### src/rtl/pwm_seq_pkg.sv
package pwm_seq_pkg;

  // ----------------------------------------------------------------
  // Sizes and register map
  // ----------------------------------------------------------------
  localparam int unsigned NUM_CH     = 3;
  localparam int unsigned PROG_DEPTH = 64;
  localparam logic [7:0]  ADDR_CTRL_STATUS = 8'h30;
  localparam logic [7:0]  ADDR_LOAD_BASE   = 8'h38;
  localparam int unsigned RUN_LSB    = 0;
  localparam int unsigned BAD_LSB    = 3;
  localparam logic [7:0]  CTRL_RESET = 8'h00;
  localparam logic [7:0]  LOAD_RESET = 8'h00;

  // ----------------------------------------------------------------
  // Timing
  // ----------------------------------------------------------------
  localparam int unsigned SYS_CLK_HZ      = 200_000_000;
  localparam int unsigned STEP_TICK_HZ    = 2_000;
  localparam int unsigned TICK_CYCLES_DEF = SYS_CLK_HZ / STEP_TICK_HZ;
  localparam int unsigned PRESCALE_SHIFT  = 5;
  localparam logic [7:0]  PWM_PHASE_LAST  = 8'hfe;

  // ----------------------------------------------------------------
  // Instruction fields
  // ----------------------------------------------------------------
  localparam int unsigned OPC_HI = 15;
  localparam int unsigned OPC_LO = 13;
  localparam logic [2:0]  OPC_BRANCH  = 3'h5;
  localparam logic [2:0]  OPC_END     = 3'h6;
  localparam logic [2:0]  OPC_TRIGGER = 3'h7;
  localparam int unsigned PRESCALE_BIT = 14;
  localparam int unsigned STEP_HI  = 13;
  localparam int unsigned STEP_LO  = 8;
  localparam int unsigned SIGN_BIT = 7;
  localparam int unsigned INCR_HI  = 6;
  localparam int unsigned INCR_LO  = 0;
  localparam logic [6:0]  INCR_FULL = 7'h7f;
  localparam int unsigned BR_SEL_HI  = 12;
  localparam int unsigned BR_SEL_LO  = 11;
  localparam int unsigned BR_CNT_HI  = 10;
  localparam int unsigned BR_CNT_LO  = 7;
  localparam int unsigned BR_REL_BIT = 6;
  localparam int unsigned BR_ADR_HI  = 5;
  localparam int unsigned BR_ADR_LO  = 0;
  localparam int unsigned TRIGGER_CMD_WAIT_HI = 12;
  localparam int unsigned TRIGGER_CMD_WAIT_LO = 10;
  localparam int unsigned TRIGGER_CMD_SEND_HI = 9;
  localparam int unsigned TRIGGER_CMD_SEND_LO = 7;
  localparam logic [7:0]  LEVEL_MAX   = 8'hff;
  localparam logic [7:0]  LEVEL_MIN   = 8'h00;
  localparam logic [7:0]  LEVEL_RESET = 8'hff;

  typedef enum logic [2:0] {
    CMD_RAMP       = 3'b000,
    CMD_SET_MAX    = 3'b001,
    CMD_SET_MIN    = 3'b010,
    CMD_GOTO_START = 3'b011,
    CMD_BRANCH     = 3'b100,
    CMD_END        = 3'b101,
    CMD_TRIGGER    = 3'b110,
    CMD_BAD        = 3'b111
  } cmd_t;

  typedef enum logic [1:0] {
    ST_HALT      = 2'b00,
    ST_RUN       = 2'b01,
    ST_RAMP      = 2'b10,
    ST_TRIGGER_CMD_WAIT = 2'b11
  } seq_state_t;

  function automatic cmd_t decode_cmd(input logic [15:0] ins);
    cmd_t c;
    c = CMD_BAD;
    if (ins[OPC_HI] == 1'b0) begin
      if (ins[STEP_HI:STEP_LO] != 6'h00) begin
        if (ins[INCR_HI:INCR_LO] != 7'h00) begin
          c = CMD_RAMP;
        end
      end else if (ins[INCR_HI:INCR_LO] == INCR_FULL) begin
        c = ins[SIGN_BIT] ? CMD_SET_MIN : CMD_SET_MAX;
      end else if (ins[14:0] == 15'h0000) begin
        c = CMD_GOTO_START;
      end
    end else begin
      unique case (ins[OPC_HI:OPC_LO])
        OPC_BRANCH:  c = CMD_BRANCH;
        OPC_END:     c = CMD_END;
        OPC_TRIGGER: c = CMD_TRIGGER;
        default:     c = CMD_BAD;
      endcase
    end
    return c;
  endfunction

  function automatic logic [10:0] ramp_reload(input logic [15:0] ins);
    logic [10:0] t;
    t = {5'h00, ins[STEP_HI:STEP_LO]};
    if (ins[PRESCALE_BIT]) begin
      t = t << PRESCALE_SHIFT;
    end
    return t - 11'h001;
  endfunction

endpackage

### src/rtl/prog_mem_if.sv
`timescale 1ns/1ps
`default_nettype none
interface prog_mem_if;
  import pwm_seq_pkg::*;
  logic        wr_en;
  logic [1:0]  wr_ch;
  logic [5:0]  wr_idx;
  logic [15:0] wr_data;
  logic [NUM_CH-1:0][5:0]  rd_idx;
  logic [NUM_CH-1:0][15:0] rd_data;
  modport store (input wr_en, wr_ch, wr_idx, wr_data, rd_idx,
                 output rd_data);
  modport user  (output wr_en, wr_ch, wr_idx, wr_data, rd_idx,
                 input rd_data);
endinterface
`default_nettype wire

### src/rtl/prog_mem.sv
`timescale 1ns/1ps
`default_nettype none
module prog_mem
  import pwm_seq_pkg::*;
(
  input wire logic       clk_sys,
  prog_mem_if.store      mp
);
  // No reset: program storage only, never read before loading
  logic [15:0] mem_q [NUM_CH][PROG_DEPTH];

  always_ff @(posedge clk_sys) begin
    if (mp.wr_en) begin
      mem_q[mp.wr_ch][mp.wr_idx] <= mp.wr_data;
    end
  end

  always_comb begin
    for (int ch = 0; ch < NUM_CH; ch++) begin
      mp.rd_data[ch] = mem_q[ch][mp.rd_idx[ch]];
    end
  end
endmodule
`default_nettype wire

### src/rtl/pwm_out_gen.sv
`timescale 1ns/1ps
`default_nettype none
module pwm_out_gen
  import pwm_seq_pkg::*;
(
  input  wire logic                   clk_sys,
  input  wire logic                   reset,
  input  wire logic [NUM_CH-1:0][7:0] level,
  output logic      [NUM_CH-1:0]      pwm_q
);
  logic [7:0] phase_q;

  // Phase stops one short of full scale so 0xff stays low throughout
  always_ff @(posedge clk_sys) begin
    if (reset || phase_q == PWM_PHASE_LAST) begin
      phase_q <= 8'h00;
    end else begin
      phase_q <= phase_q + 8'h01;
    end
  end

  always_ff @(posedge clk_sys) begin
    for (int ch = 0; ch < NUM_CH; ch++) begin
      if (reset) begin
        pwm_q[ch] <= 1'b0;
      end else begin
        pwm_q[ch] <= (phase_q >= level[ch]);
      end
    end
  end
endmodule
`default_nettype wire

### src/rtl/led_pwm_sequencer_control.sv
`timescale 1ns/1ps
`default_nettype none
module led_pwm_sequencer_control
  import pwm_seq_pkg::*;
#(
  parameter int unsigned TICK_CYCLES = TICK_CYCLES_DEF
)
(
  input  wire logic              clk_sys,
  input  wire logic              reset,
  input  wire logic [7:0]        reg_addr,
  input  wire logic              reg_wr_en,
  input  wire logic              reg_rd_en,
  input  wire logic [7:0]        reg_wdata,
  output logic      [7:0]        reg_rdata_q,
  output logic                   reg_rvalid_q,
  output logic      [NUM_CH-1:0] pwm_out_q,
  output logic      [NUM_CH-1:0] end_irq_q
);

  // ----------------------------------------------------------------
  // Declarations
  // ----------------------------------------------------------------
  localparam logic [16:0] TICK_LAST = 17'(TICK_CYCLES - 1);

  prog_mem_if mp ();

  logic [16:0]             tick_cnt_q;
  logic                    tick_q;
  logic [NUM_CH-1:0]       run_q;
  logic [NUM_CH-1:0]       bad_q;
  logic [NUM_CH-1:0][5:0]  load_ptr_q;
  logic [NUM_CH-1:0]       low_next_q;
  logic [NUM_CH-1:0][7:0]  hold_q;
  seq_state_t              st_q        [NUM_CH];
  logic [NUM_CH-1:0][5:0]  pc_q;
  logic [NUM_CH-1:0][7:0]  level_q;
  logic [NUM_CH-1:0][15:0] ramp_ins_q;
  logic [NUM_CH-1:0][10:0] ramp_wait_q;
  logic [NUM_CH-1:0][6:0]  ramp_left_q;
  logic [NUM_CH-1:0][3:0]  loop_armed_q;
  logic [3:0]              loop_ctr_q  [NUM_CH][4];
  logic [NUM_CH-1:0][2:0]  wait_mask_q;
  logic [NUM_CH-1:0][2:0]  trigger_cmd_pend_q;

  logic                    ctrl_wr;
  logic [NUM_CH-1:0]       load_hit;
  cmd_t                    cmd         [NUM_CH];
  logic [NUM_CH-1:0][15:0] ins;
  logic [NUM_CH-1:0]       exec;
  logic [NUM_CH-1:0]       end_evt;
  logic [NUM_CH-1:0]       bad_evt;
  logic [NUM_CH-1:0]       chan_stop;
  logic [NUM_CH-1:0]       trigger_cmd_ok;
  logic [NUM_CH-1:0][2:0]  trigger_cmd_set;
  logic [NUM_CH-1:0][2:0]  trigger_cmd_take;

  // ----------------------------------------------------------------
  // Sub-blocks
  // ----------------------------------------------------------------
  prog_mem u_prog_mem (
    .clk_sys (clk_sys),
    .mp      (mp.store)
  );

  pwm_out_gen u_pwm_out_gen (
    .clk_sys (clk_sys),
    .reset   (reset),
    .level   (level_q),
    .pwm_q   (pwm_out_q)
  );

  // ----------------------------------------------------------------
  // Step time base
  // ----------------------------------------------------------------
  always_ff @(posedge clk_sys) begin
    if (reset || tick_cnt_q == TICK_LAST) begin
      tick_cnt_q <= 17'h00000;
    end else begin
      tick_cnt_q <= tick_cnt_q + 17'h00001;
    end
  end

  always_ff @(posedge clk_sys) begin
    if (reset) begin
      tick_q <= 1'b0;
    end else begin
      tick_q <= (tick_cnt_q == TICK_LAST);
    end
  end

  // ----------------------------------------------------------------
  // Decode and events
  // ----------------------------------------------------------------
  assign ctrl_wr = reg_wr_en && reg_addr == ADDR_CTRL_STATUS;

  always_comb begin
    for (int ch = 0; ch < NUM_CH; ch++) begin
      load_hit[ch] = (reg_addr == ADDR_LOAD_BASE + 8'(ch));
      ins[ch]      = mp.rd_data[ch];
      cmd[ch]      = decode_cmd(ins[ch]);
      exec[ch]     = (st_q[ch] == ST_RUN);
      end_evt[ch]  = exec[ch] && cmd[ch] == CMD_END;
      bad_evt[ch]  = exec[ch] && cmd[ch] == CMD_BAD;
      chan_stop[ch] = run_q[ch] &&
                      (end_evt[ch] || bad_evt[ch] ||
                       (ctrl_wr && !reg_wdata[RUN_LSB + ch]));
      trigger_cmd_ok[ch]  = (trigger_cmd_pend_q[ch] & wait_mask_q[ch]) == wait_mask_q[ch];
      trigger_cmd_take[ch] = (st_q[ch] == ST_TRIGGER_CMD_WAIT && trigger_cmd_ok[ch]) ?
                      wait_mask_q[ch] : 3'h0;
    end
    // Bit src of a channel's pending set means src has signalled it
    for (int dst = 0; dst < NUM_CH; dst++) begin
      for (int src = 0; src < NUM_CH; src++) begin
        trigger_cmd_set[dst][src] = exec[src] && cmd[src] == CMD_TRIGGER &&
                             ins[src][TRIGGER_CMD_SEND_LO + dst];
      end
    end
  end

  // ----------------------------------------------------------------
  // Control and status register
  // ----------------------------------------------------------------
  always_ff @(posedge clk_sys) begin
    if (reset) begin
      run_q <= CTRL_RESET[RUN_LSB +: NUM_CH];
      bad_q <= CTRL_RESET[BAD_LSB +: NUM_CH];
    end else begin
      for (int ch = 0; ch < NUM_CH; ch++) begin
        // Hardware stop beats a simultaneous software start
        if (end_evt[ch] || bad_evt[ch]) begin
          run_q[ch] <= 1'b0;
        end else if (ctrl_wr) begin
          run_q[ch] <= reg_wdata[RUN_LSB + ch];
        end
        if (bad_evt[ch]) begin
          bad_q[ch] <= 1'b1;
        end else if (ctrl_wr && reg_wdata[RUN_LSB + ch]) begin
          bad_q[ch] <= 1'b0;
        end
      end
    end
  end

  // ----------------------------------------------------------------
  // Load port: pointer, byte phase, memory write
  // ----------------------------------------------------------------
  always_ff @(posedge clk_sys) begin
    for (int ch = 0; ch < NUM_CH; ch++) begin
      if (reset || chan_stop[ch]) begin
        load_ptr_q[ch] <= 6'h00;
        low_next_q[ch] <= 1'b0;
        hold_q[ch]     <= LOAD_RESET;
      end else if (!run_q[ch] && load_hit[ch] &&
                   (reg_wr_en || reg_rd_en)) begin
        // One shared phase: reads and writes advance the same pointer
        low_next_q[ch] <= !low_next_q[ch];
        if (reg_wr_en && !low_next_q[ch]) begin
          hold_q[ch] <= reg_wdata;
        end
        if (low_next_q[ch]) begin
          load_ptr_q[ch] <= load_ptr_q[ch] + 6'h01;
        end
      end
    end
  end

  always_comb begin
    mp.wr_en   = 1'b0;
    mp.wr_ch   = 2'h0;
    mp.wr_idx  = 6'h00;
    mp.wr_data = 16'h0000;
    for (int ch = 0; ch < NUM_CH; ch++) begin
      mp.rd_idx[ch] = run_q[ch] ? pc_q[ch] : load_ptr_q[ch];
      if (reg_wr_en && load_hit[ch] && !run_q[ch] && low_next_q[ch]) begin
        mp.wr_en   = 1'b1;
        mp.wr_ch   = 2'(ch);
        mp.wr_idx  = load_ptr_q[ch];
        mp.wr_data = {hold_q[ch], reg_wdata};
      end
    end
  end

  // ----------------------------------------------------------------
  // Register read port
  // ----------------------------------------------------------------
  always_ff @(posedge clk_sys) begin
    if (reset) begin
      reg_rvalid_q <= 1'b0;
    end else begin
      reg_rvalid_q <= reg_rd_en && !reg_wr_en;
    end
  end

  always_ff @(posedge clk_sys) begin
    if (reset) begin
      reg_rdata_q <= 8'h00;
    end else if (reg_rd_en && !reg_wr_en) begin
      reg_rdata_q <= 8'h00;
      if (reg_addr == ADDR_CTRL_STATUS) begin
        reg_rdata_q <= {2'b00, bad_q, run_q};
      end
      for (int ch = 0; ch < NUM_CH; ch++) begin
        if (load_hit[ch] && !run_q[ch]) begin
          reg_rdata_q <= low_next_q[ch] ? mp.rd_data[ch][7:0]
                                        : mp.rd_data[ch][15:8];
        end
      end
    end
  end

  // ----------------------------------------------------------------
  // End request toward the host
  // ----------------------------------------------------------------
  always_ff @(posedge clk_sys) begin
    if (reset) begin
      end_irq_q <= '0;
    end else begin
      end_irq_q <= end_evt;
    end
  end

  // ----------------------------------------------------------------
  // Trigger pending flags
  // ----------------------------------------------------------------
  always_ff @(posedge clk_sys) begin
    for (int ch = 0; ch < NUM_CH; ch++) begin
      if (reset || !run_q[ch]) begin
        trigger_cmd_pend_q[ch] <= 3'h0;
      end else begin
        // A new trigger wins over consuming an old one
        trigger_cmd_pend_q[ch] <= (trigger_cmd_pend_q[ch] & ~trigger_cmd_take[ch]) |
                           trigger_cmd_set[ch];
      end
    end
  end

  // ----------------------------------------------------------------
  // Sequencers
  // ----------------------------------------------------------------
  always_ff @(posedge clk_sys) begin
    for (int ch = 0; ch < NUM_CH; ch++) begin
      if (reset || !run_q[ch] || chan_stop[ch]) begin
        st_q[ch]         <= ST_HALT;
        pc_q[ch]         <= 6'h00;
        level_q[ch]      <= LEVEL_RESET;
        ramp_ins_q[ch]   <= 16'h0000;
        ramp_wait_q[ch]  <= 11'h000;
        ramp_left_q[ch]  <= 7'h00;
        wait_mask_q[ch]  <= 3'h0;
        loop_armed_q[ch] <= 4'h0;
        for (int l = 0; l < 4; l++) begin
          loop_ctr_q[ch][l] <= 4'h0;
        end
      end else begin
        unique case (st_q[ch])
          ST_HALT: begin
            st_q[ch] <= ST_RUN;
          end
          ST_RUN: begin
            unique case (cmd[ch])
              CMD_RAMP: begin
                ramp_ins_q[ch]  <= ins[ch];
                ramp_wait_q[ch] <= ramp_reload(ins[ch]);
                ramp_left_q[ch] <= ins[ch][INCR_HI:INCR_LO];
                st_q[ch]        <= ST_RAMP;
              end
              CMD_SET_MAX: begin
                level_q[ch] <= LEVEL_MAX;
                pc_q[ch]    <= pc_q[ch] + 6'h01;
              end
              CMD_SET_MIN: begin
                level_q[ch] <= LEVEL_MIN;
                pc_q[ch]    <= pc_q[ch] + 6'h01;
              end
              CMD_GOTO_START: begin
                pc_q[ch] <= 6'h00;
              end
              CMD_BRANCH: begin
                if (ins[ch][BR_CNT_HI:BR_CNT_LO] == 4'h0) begin
                  pc_q[ch] <= br_target(pc_q[ch], ins[ch]);
                end else if (!loop_armed_q[ch][ins[ch][BR_SEL_HI:BR_SEL_LO]])
                begin
                  loop_armed_q[ch][ins[ch][BR_SEL_HI:BR_SEL_LO]] <= 1'b1;
                  loop_ctr_q[ch][ins[ch][BR_SEL_HI:BR_SEL_LO]] <=
                    ins[ch][BR_CNT_HI:BR_CNT_LO] - 4'h1;
                  pc_q[ch] <= br_target(pc_q[ch], ins[ch]);
                end else if (loop_ctr_q[ch][ins[ch][BR_SEL_HI:BR_SEL_LO]]
                             == 4'h0) begin
                  loop_armed_q[ch][ins[ch][BR_SEL_HI:BR_SEL_LO]] <= 1'b0;
                  pc_q[ch] <= pc_q[ch] + 6'h01;
                end else begin
                  loop_ctr_q[ch][ins[ch][BR_SEL_HI:BR_SEL_LO]] <=
                    loop_ctr_q[ch][ins[ch][BR_SEL_HI:BR_SEL_LO]] - 4'h1;
                  pc_q[ch] <= br_target(pc_q[ch], ins[ch]);
                end
              end
              CMD_TRIGGER: begin
                pc_q[ch] <= pc_q[ch] + 6'h01;
                if (ins[ch][TRIGGER_CMD_WAIT_HI:TRIGGER_CMD_WAIT_LO] != 3'h0) begin
                  wait_mask_q[ch] <= ins[ch][TRIGGER_CMD_WAIT_HI:TRIGGER_CMD_WAIT_LO];
                  st_q[ch]        <= ST_TRIGGER_CMD_WAIT;
                end
              end
              CMD_END, CMD_BAD: begin
                st_q[ch] <= ST_HALT;
              end
            endcase
          end
          ST_RAMP: begin
            // Ramp advances only on the slow step tick
            if (tick_q) begin
              if (ramp_wait_q[ch] == 11'h000) begin
                level_q[ch] <= step_level(level_q[ch],
                                          ramp_ins_q[ch][SIGN_BIT]);
                if (ramp_left_q[ch] == 7'h01) begin
                  st_q[ch] <= ST_RUN;
                  pc_q[ch] <= pc_q[ch] + 6'h01;
                end else begin
                  ramp_left_q[ch] <= ramp_left_q[ch] - 7'h01;
                  ramp_wait_q[ch] <= ramp_reload(ramp_ins_q[ch]);
                end
              end else begin
                ramp_wait_q[ch] <= ramp_wait_q[ch] - 11'h001;
              end
            end
          end
          ST_TRIGGER_CMD_WAIT: begin
            if (trigger_cmd_ok[ch]) begin
              st_q[ch] <= ST_RUN;
            end
          end
        endcase
      end
    end
  end

  // ----------------------------------------------------------------
  // Helpers
  // ----------------------------------------------------------------
  function automatic logic [5:0] br_target(input logic [5:0]  pc,
                                           input logic [15:0] i);
    // Relative jumps go backward by the offset, wrapping in 64 slots
    return i[BR_REL_BIT] ? pc - i[BR_ADR_HI:BR_ADR_LO]
                         : i[BR_ADR_HI:BR_ADR_LO];
  endfunction

  function automatic logic [7:0] step_level(input logic [7:0] lv,
                                            input logic       down);
    // Saturate so a long ramp never wraps the brightness
    if (down) begin
      return (lv == LEVEL_MIN) ? lv : lv - 8'h01;
    end
    return (lv == LEVEL_MAX) ? lv : lv + 8'h01;
  endfunction

endmodule
`default_nettype wire

### config.mk
export PLATFORM = sky130hd
export DESIGN_NAME = led_pwm_sequencer_control
export DESIGN_NICKNAME = d
export VERILOG_FILES = /design/src/rtl/pwm_seq_pkg.sv /design/src/rtl/prog_mem_if.sv /design/src/rtl/prog_mem.sv /design/src/rtl/pwm_out_gen.sv /design/src/rtl/led_pwm_sequencer_control.sv
export SDC_FILE = /design/constraint.sdc
export NUM_CORES = 2
export LEC_CHECK = 0
export ABC_AREA = 1
export BUFFER_PORTS_ARGS = -buffer_cell sky130_fd_sc_hd__buf_2
export CAP_MARGIN = 20
export CORE_MARGIN = 2
export CORE_UTILIZATION = 45
export CTS_CLUSTER_SIZE = 25
export DETAILED_ROUTE_END_ITERATION = 10
export PLACE_DENSITY_LB_ADDON = 0.1
export REMOVE_ABC_BUFFERS = 1
export SLEW_MARGIN = 15
export SYNTH_ARGS = -nofsm -noshare
export SYNTH_HDL_FRONTEND = slang
export SYNTH_SLANG_ARGS = --single-unit
### constraint.sdc
create_clock -name clk_sys -period 8.5 [get_ports clk_sys]
set_input_delay 0.425 -clock clk_sys [delete_from_list [all_inputs] [get_ports clk_sys]]
set_output_delay 0.425 -clock clk_sys [all_outputs]
set_load 0.03 [all_outputs]
### Word level (Yosys, flattened, before mapping)

Memories as Yosys holds them, arrays and structs flattened.
Cells that the tools add are included.

* bits in read-only memories: 0
* bits in registers: 263
* bits in writable memories: 3126
* memories: 3
* word-level logic and storage cells: 956
* latch bits: 0
* bits of input ports: 20

Memories
* u_prog_mem.mem_q: words 3, bits a word 1024, rd ports 3, clocked after memory_dff 0, write ports 1, line prog_mem.sv:10 `logic [15:0] mem_q [NUM_CH][PROG_DEPTH];`
* loop_ctr_q: words 3, bits a word 16, rd ports 3, clocked after memory_dff 0, write ports 3, line led_pwm_sequencer_control.sv:42 `logic [3:0] loop_ctr_q [NUM_CH][4];`
* st_q: words 3, bits a word 2, rd ports 3, clocked after memory_dff 0, write ports 3, line led_pwm_sequencer_control.sv:35 `seq_state_t st_q [NUM_CH];`

* shifts and indexed selects: 0
* bitwise operators: 145
* reduce and logical (&&, ||, !) cells: 157
* $lt $le $gt $ge: 20
* div/mod/pow operators: 0
* multipliers: 0
* equality and inequality tests: 90
* add/sub/neg operators: 35
* multiplexer cells: 460

Operators by type and width (number)
* 1024-bit two-way mux: 1
* 11-bit two-way mux: 42
* 16-bit binary-select mux with 6-bit select: 3
* 16-bit two-way mux: 16
* 1-bit two-way mux: 245
* 8-bit two-way mux: 24
* 6-bit two-way mux: 28
* 1-bit bitwise OR: 114
* 11-bit by 1-bit subtractor with 11-bit output, second input constant: 9
* 16-bit demux with 6-bit select: 1
* 8-bit one-hot mux with 2 select lines: 6
* 7-bit two-way mux: 12
* 11-bit one-hot mux with 2 select lines: 3
* 3-bit equality test, second input constant: 21
* 4-bit two-way mux: 15
* 1-bit logical AND: 57
* 3-bit two-way mux: 18
* 6-bit one-hot mux with 3 select lines: 3
* 15-bit logical NOT: 3
* 2-bit two-way mux: 22
* 7-bit one-hot mux with 2 select lines: 3
* 6-bit by 1-bit adder with 6-bit output, second input constant: 6
* 6-bit one-hot mux with 2 select lines: 3
* 11-bit logical NOT: 3
* 60 further kinds: 249

### Longest topological paths before layout

* depth after elaboration: 24
* mapped depth: 31

### Modules after synthesis

A second synthesis with hierarchy kept.

* cell total of the unflattened synthesis: 13697
* area, all modules: 145495.8 µm²

Modules (own cells, without submodules)
* prog_mem: cells each 10543, seq. area each 92248.5 µm², area an instance 124802.2 µm², instances 1
* led_pwm_sequencer_control: cells each 2999, seq. area each 6246.0 µm², area an instance 19630.1 µm², instances 1
* pwm_out_gen: cells each 155, seq. area each 220.2 µm², area an instance 1063.5 µm², instances 1

### Worst setup path before layout

No wires, ideal clock.

* path type: input to register
* from: in reg_addr[7]
* to: mem u_prog_mem.mem_q[0][1007] (netlist name), data pin
* stages: 12
* arrival time: 6686 ps
* slack: 722 ps
* required time: 7408 ps
* buffers on the path: 1
* cells stage by stage: nor3_1 > nand2_1 > nor2_1 > inv_1 > nor4_2 > inv_1 > nor3_1 > inv_1 > nand2_1 > clkbuf_1 > o22ai_1 > nor2_1

* cells in the longest elaborated chain, start to end: 7
* elaborated cells between the ends (all ways): 15
* classes of those cells: 3 x eq/ne; 3 x mux; 9 x reduce/logical

Ends and longest elaborated chain
* start: declaration: line led_pwm_sequencer_control.sv:11 `input wire logic [7:0] reg_addr,`
* 8-bit by 6-bit equality test with 1-bit output: line led_pwm_sequencer_control.sv:99 `load_hit[ch] = (reg_addr == ADDR_LOAD_BASE + 8'(ch));`
* 1-bit logical AND (3 in series): line led_pwm_sequencer_control.sv:175 `if (reg_wr_en && load_hit[ch] && !run_q[ch] && low_next_q[ch]) begin`
* 16-bit two-way mux (2 in series): line led_pwm_sequencer_control.sv:175
* 16-bit two-way mux (*): line led_pwm_sequencer_control.sv:175
* via mp.wr_data[15]: line prog_mem_if.sv:8 `logic [15:0] wr_data;`
* end: declaration: line prog_mem.sv:10

Mark *: on every way through the listed nets, which the timed path passes. The rest lies on a longest branch.

==> impl_metrics.toml <==
[critical_path]
worstSetupStartpointType = "register"
rrSetupSlack_ps = 1260
worstPathArrival_ps = 7870
crit_required_ps = 9130
crit_fanout = 108
critPathCaptureType = "register"
timing.setup.critical_path_class = "register to register"
setup.worst_path.start = "run_q[1]$_SDFFE_PP0P_"
worst_r2r_startpoint = "run_q[1]$_SDFFE_PP0P_"
reg2reg_depth = 26
regToRegEndpoint = "loop_ctr_q[1][0]$_DFFE_PP_"

[route]
dr_total_vias = 103710
dr.first_iter.drc_count = 11937
route.detailed.vias_per_inst = 5.61
detailed_route_wire_length_per_cell_um = 24.7
maxUsedRoutingLayer = "met5"
finalWirelength_mm = 457
met3WireLength_mm = 36.2
ant_nets = 0
drc = 0
drt_first_pass_iters = 6
wl_met1_mm = 198
route.met2.wl_mm = 209

[yosys]
post_synthesis_compound_gate_area_fraction_pct = 5.81
seq_area_frac_synth_pct = 67.0
synth-adder-area-share_pct = 0.743
synth_mux_area_share_pct = 0
post_synth.cell_area_avg_um2 = 10.6
synth_simple_gate_area_share_pct = 19.5
ys_types = 63
synth-xor-area-share_pct = 0.386
synth_flop_cell = "sky130_fd_sc_hd__edfxtp_1"
main_combinational_cell_family_by_area_after_synthesis = "simple AND/OR/NAND/NOR gates"
synth.ff_latch_count = 3368
netlist_instances = 13854
yosys_warnings = 0
synth_edf_count = 3126
synth_area_um2 = 147000
synthArstFlopShare_pct = 0

[power_and_ir_drop]
final_total_pwr_uw = 33300
cellLeakagePower_uw = 0.0626
ir_drop_uv = 168
p_per_area_nw_per_um2 = 201

[timing]
finalSetupViolations = 0
worstMarginPinSlew_ps = 1170
timing.final.hold_violations = 0
rsz_0062_raised_after_global_routing = "false"
finalWorstPathRequiredPeriod_ps = 7240
period_share_pct = 85.2
drv_slew = 0
post-route-worst-setup-slack_ps = 1260
maxSlewHeadroom_pct = 21.7
finalClockSkew_ps = 56.4
fmax_mhz = 138
fin_setup_tns_ps = 0

[clock_tree]
cts_root_buf = "sky130_fd_sc_hd__clkbuf_16"
clk_pin_slew_worst_paths_ps = 60
max-clock-path-buffers = 4
cts.repair_timing.setup_buffer_count = 0
cts-buffers-inserted = 365
cts_tree = "done"
htree_levels = 5
clk_latency_ps = 950
cts.sinks = 3368

[min_path]
hold_path_depth = 6
hp-class = "input port to register"
whs_endpoint = "reg_rdata_q[1]$_SDFFE_PP0P_"
hp-start = "reg_addr[3]"

[placed_design]
dpl.hpwl_mm = 269
dpl_worst_slack_ps = 1520
number_of_buffers_added_on_ports = 34
gpl.final_weighted_congestion = 0.881

[grt]
wire_length_of_the_first_global_routing_pass_mm = 666
first_global_vias = 98234
antenna_found_initial = 13
pin_count_of_the_biggest_net_entering_global_routing = 147
gr-total-overflow = 0
grt.total_usage_pct = 27.0

[final_layout]
finalNetCount = 13961
register_area_um2 = 98700
filler_cell_count = 29127
synthesis_to_finish_area_growth_pct = 12.2
final_layout_size_suffix_gt1_share_pct = 8.80
postLayoutCoreUtil_pct = 50.6
multi_input_gate_area_in_the_final_layout_um2 = 40400

[floorplan]
floorplan.io_pins = 35
vertical_die_dimension_um = 576
initial_utilization_pct = 45.1
core_ar_um2 = 327000
die_w_um = 576
num_rows = 210
total_die_area_um2 = 332000

[job]
cap_violations = 0

[outcome]
status = "completed"
## worst max-delay path, stage by stage (launching register included)
cell	delay [ps]
sky130_fd_sc_hd__dfxtp_1	1000
sky130_fd_sc_hd__inv_4	120
sky130_fd_sc_hd__nand2_2	700
sky130_fd_sc_hd__nand2_8	540
sky130_fd_sc_hd__buf_12	450
sky130_fd_sc_hd__nand2_1	120
sky130_fd_sc_hd__o211ai_1	140
sky130_fd_sc_hd__nand3_1	160
sky130_fd_sc_hd__nand3_1	110
sky130_fd_sc_hd__nand3_1	250
sky130_fd_sc_hd__nand3_1	170
sky130_fd_sc_hd__nand2_1	500
sky130_fd_sc_hd__inv_2	170
sky130_fd_sc_hd__nand2_1	190
sky130_fd_sc_hd__inv_2	170
sky130_fd_sc_hd__a22oi_1	210
sky130_fd_sc_hd__nand3_1	140
sky130_fd_sc_hd__inv_1	210
sky130_fd_sc_hd__ha_1	220
sky130_fd_sc_hd__nand3_1	90
sky130_fd_sc_hd__nor2_2	400
sky130_fd_sc_hd__nor2_1	80
sky130_fd_sc_hd__nand2_1	80
sky130_fd_sc_hd__nor2_1	50
sky130_fd_sc_hd__buf_4	230
sky130_fd_sc_hd__nand2_1	80
sky130_fd_sc_hd__nand2_1	150
## through the flow
stage          instances  hold slack, ps  area [µm²]
2_1_floorplan      13065             418      143000
3_3_place_gp       17823             428      154000
3_5_place_dp       17825             437      154000
4_1_cts            18493            18.1      165000
5_1_grt            18494             107      165000
6_report           18499            93.1      165000
## state kept, by name, indices dropped and copies added, names as in the netlist, 6 cells and up, named ones only
register / count
u_prog_mem.mem_q: 3072
loop_ctr_q: 48
ramp_wait_q: 33
hold_q: 24
level_q: 24
ramp_ins_q: 24
ramp_left_q: 21
load_ptr_q: 18
pc_q: 18
tick_cnt_q: 17
trigger_cmd_pend_q: 9
wait_mask_q: 9
reg_rdata_q: 8
u_pwm_out_gen.phase_q: 8
st_q: 6
## cell type report
class,instances,area share (%)
clock buffers,472,5.82
inverters,1519,3.50
multi-input cells,8178,24.4
clock inverters,185,1.01
well taps,4346,3.29
flip-flops and latches,3368,59.7
repair buffers,425,2.25
diodes,6,0.00908
## worst max path at each step
| stage | end | slack, ps |
|---|---|---|
| 4_1_cts | loop_ctr_q[1][6]$_DFFE_PP_ | 1450 |
| 2_1_floorplan | loop_ctr_q[2][12]$_SDFFCE_PN0P_ | -10700 |
| 5_1_grt | loop_ctr_q[2][14]$_SDFFCE_PN0P_ | 910 |
| 6_report | loop_ctr_q[1][0]$_DFFE_PP_ | 1260 |
| 3_3_place_gp | u_prog_mem.mem_q[1][225]$_DFFE_PP_ | 1510 |
| 3_5_place_dp | loop_ctr_q[1][7]$_DFFE_PP_ | 1520 |
## cells in the final DEF (no fill, tap or decap), types with 78 or more instances in the layout
cell / instances
sky130_fd_sc_hd__o211ai_1: 583
sky130_fd_sc_hd__nand3_1: 2246
sky130_fd_sc_hd__nand2_1: 3475
sky130_fd_sc_hd__a21oi_1: 207
sky130_fd_sc_hd__inv_1: 1472
sky130_fd_sc_hd__dfxtp_1: 242
sky130_fd_sc_hd__clkbuf_1: 101
sky130_fd_sc_hd__buf_4: 333
sky130_fd_sc_hd__clkinv_1: 90
sky130_fd_sc_hd__o21ai_0: 325
sky130_fd_sc_hd__clkbuf_16: 368
sky130_fd_sc_hd__edfxtp_1: 3126
sky130_fd_sc_hd__nor3_2: 190
sky130_fd_sc_hd__ha_1: 78
sky130_fd_sc_hd__nor2_1: 540
## kinds of logic (layout without fill, tap and decap cells)
| kind of cell | count (synthesis) | count (layout) |
|---|---|---|
| simple gates | 6696 | 6696 |
| flops | 3368 | 3368 |
| buf+inv | 2308 | 2601 |
| compound gates | 1333 | 1333 |
| fa+ha+maj | 84 | 84 |
| xor+xnor | 65 | 65 |
| other cells | 0 | 6 |
## synthesized netlist by cell type, drive strengths merged, types with 49 or more instances
cell    instances  area, µm²
ha             78        976
o21ai         398       2030
buf           590       3220
inv          1514       5690
dfxtp         242       4840
o211ai        583       4380
nand3        2260      11300
edfxtp       3126      93900
clkbuf        199        751
nand2        3517      13300
xor2           49        429
nor2          567       2210
nor3          247       1250
a21oi         209       1050
## repair_timing
action                    CTS  global route
hold buffers               11             0
hold endpoints to repair   30             0
resized for setup           0             0
## routing by layer
layer / vias to the layer above / track usage (%)
met3: 627 / 4.32
li1: 47860 / -
met5: - / 0
met4: 2 / 8.02
met2: 3948 / 42.4
met1: 51273 / 38.5
## where the power goes
group	switching [µW]	leakage (µW)	internal [µW]
clock	6580	0.00549	8770
combinational	46.7	0.0190	19.5
sequential	5.04	0.0381	17800
No activity file was read; power rests on OpenSTA's default activity.
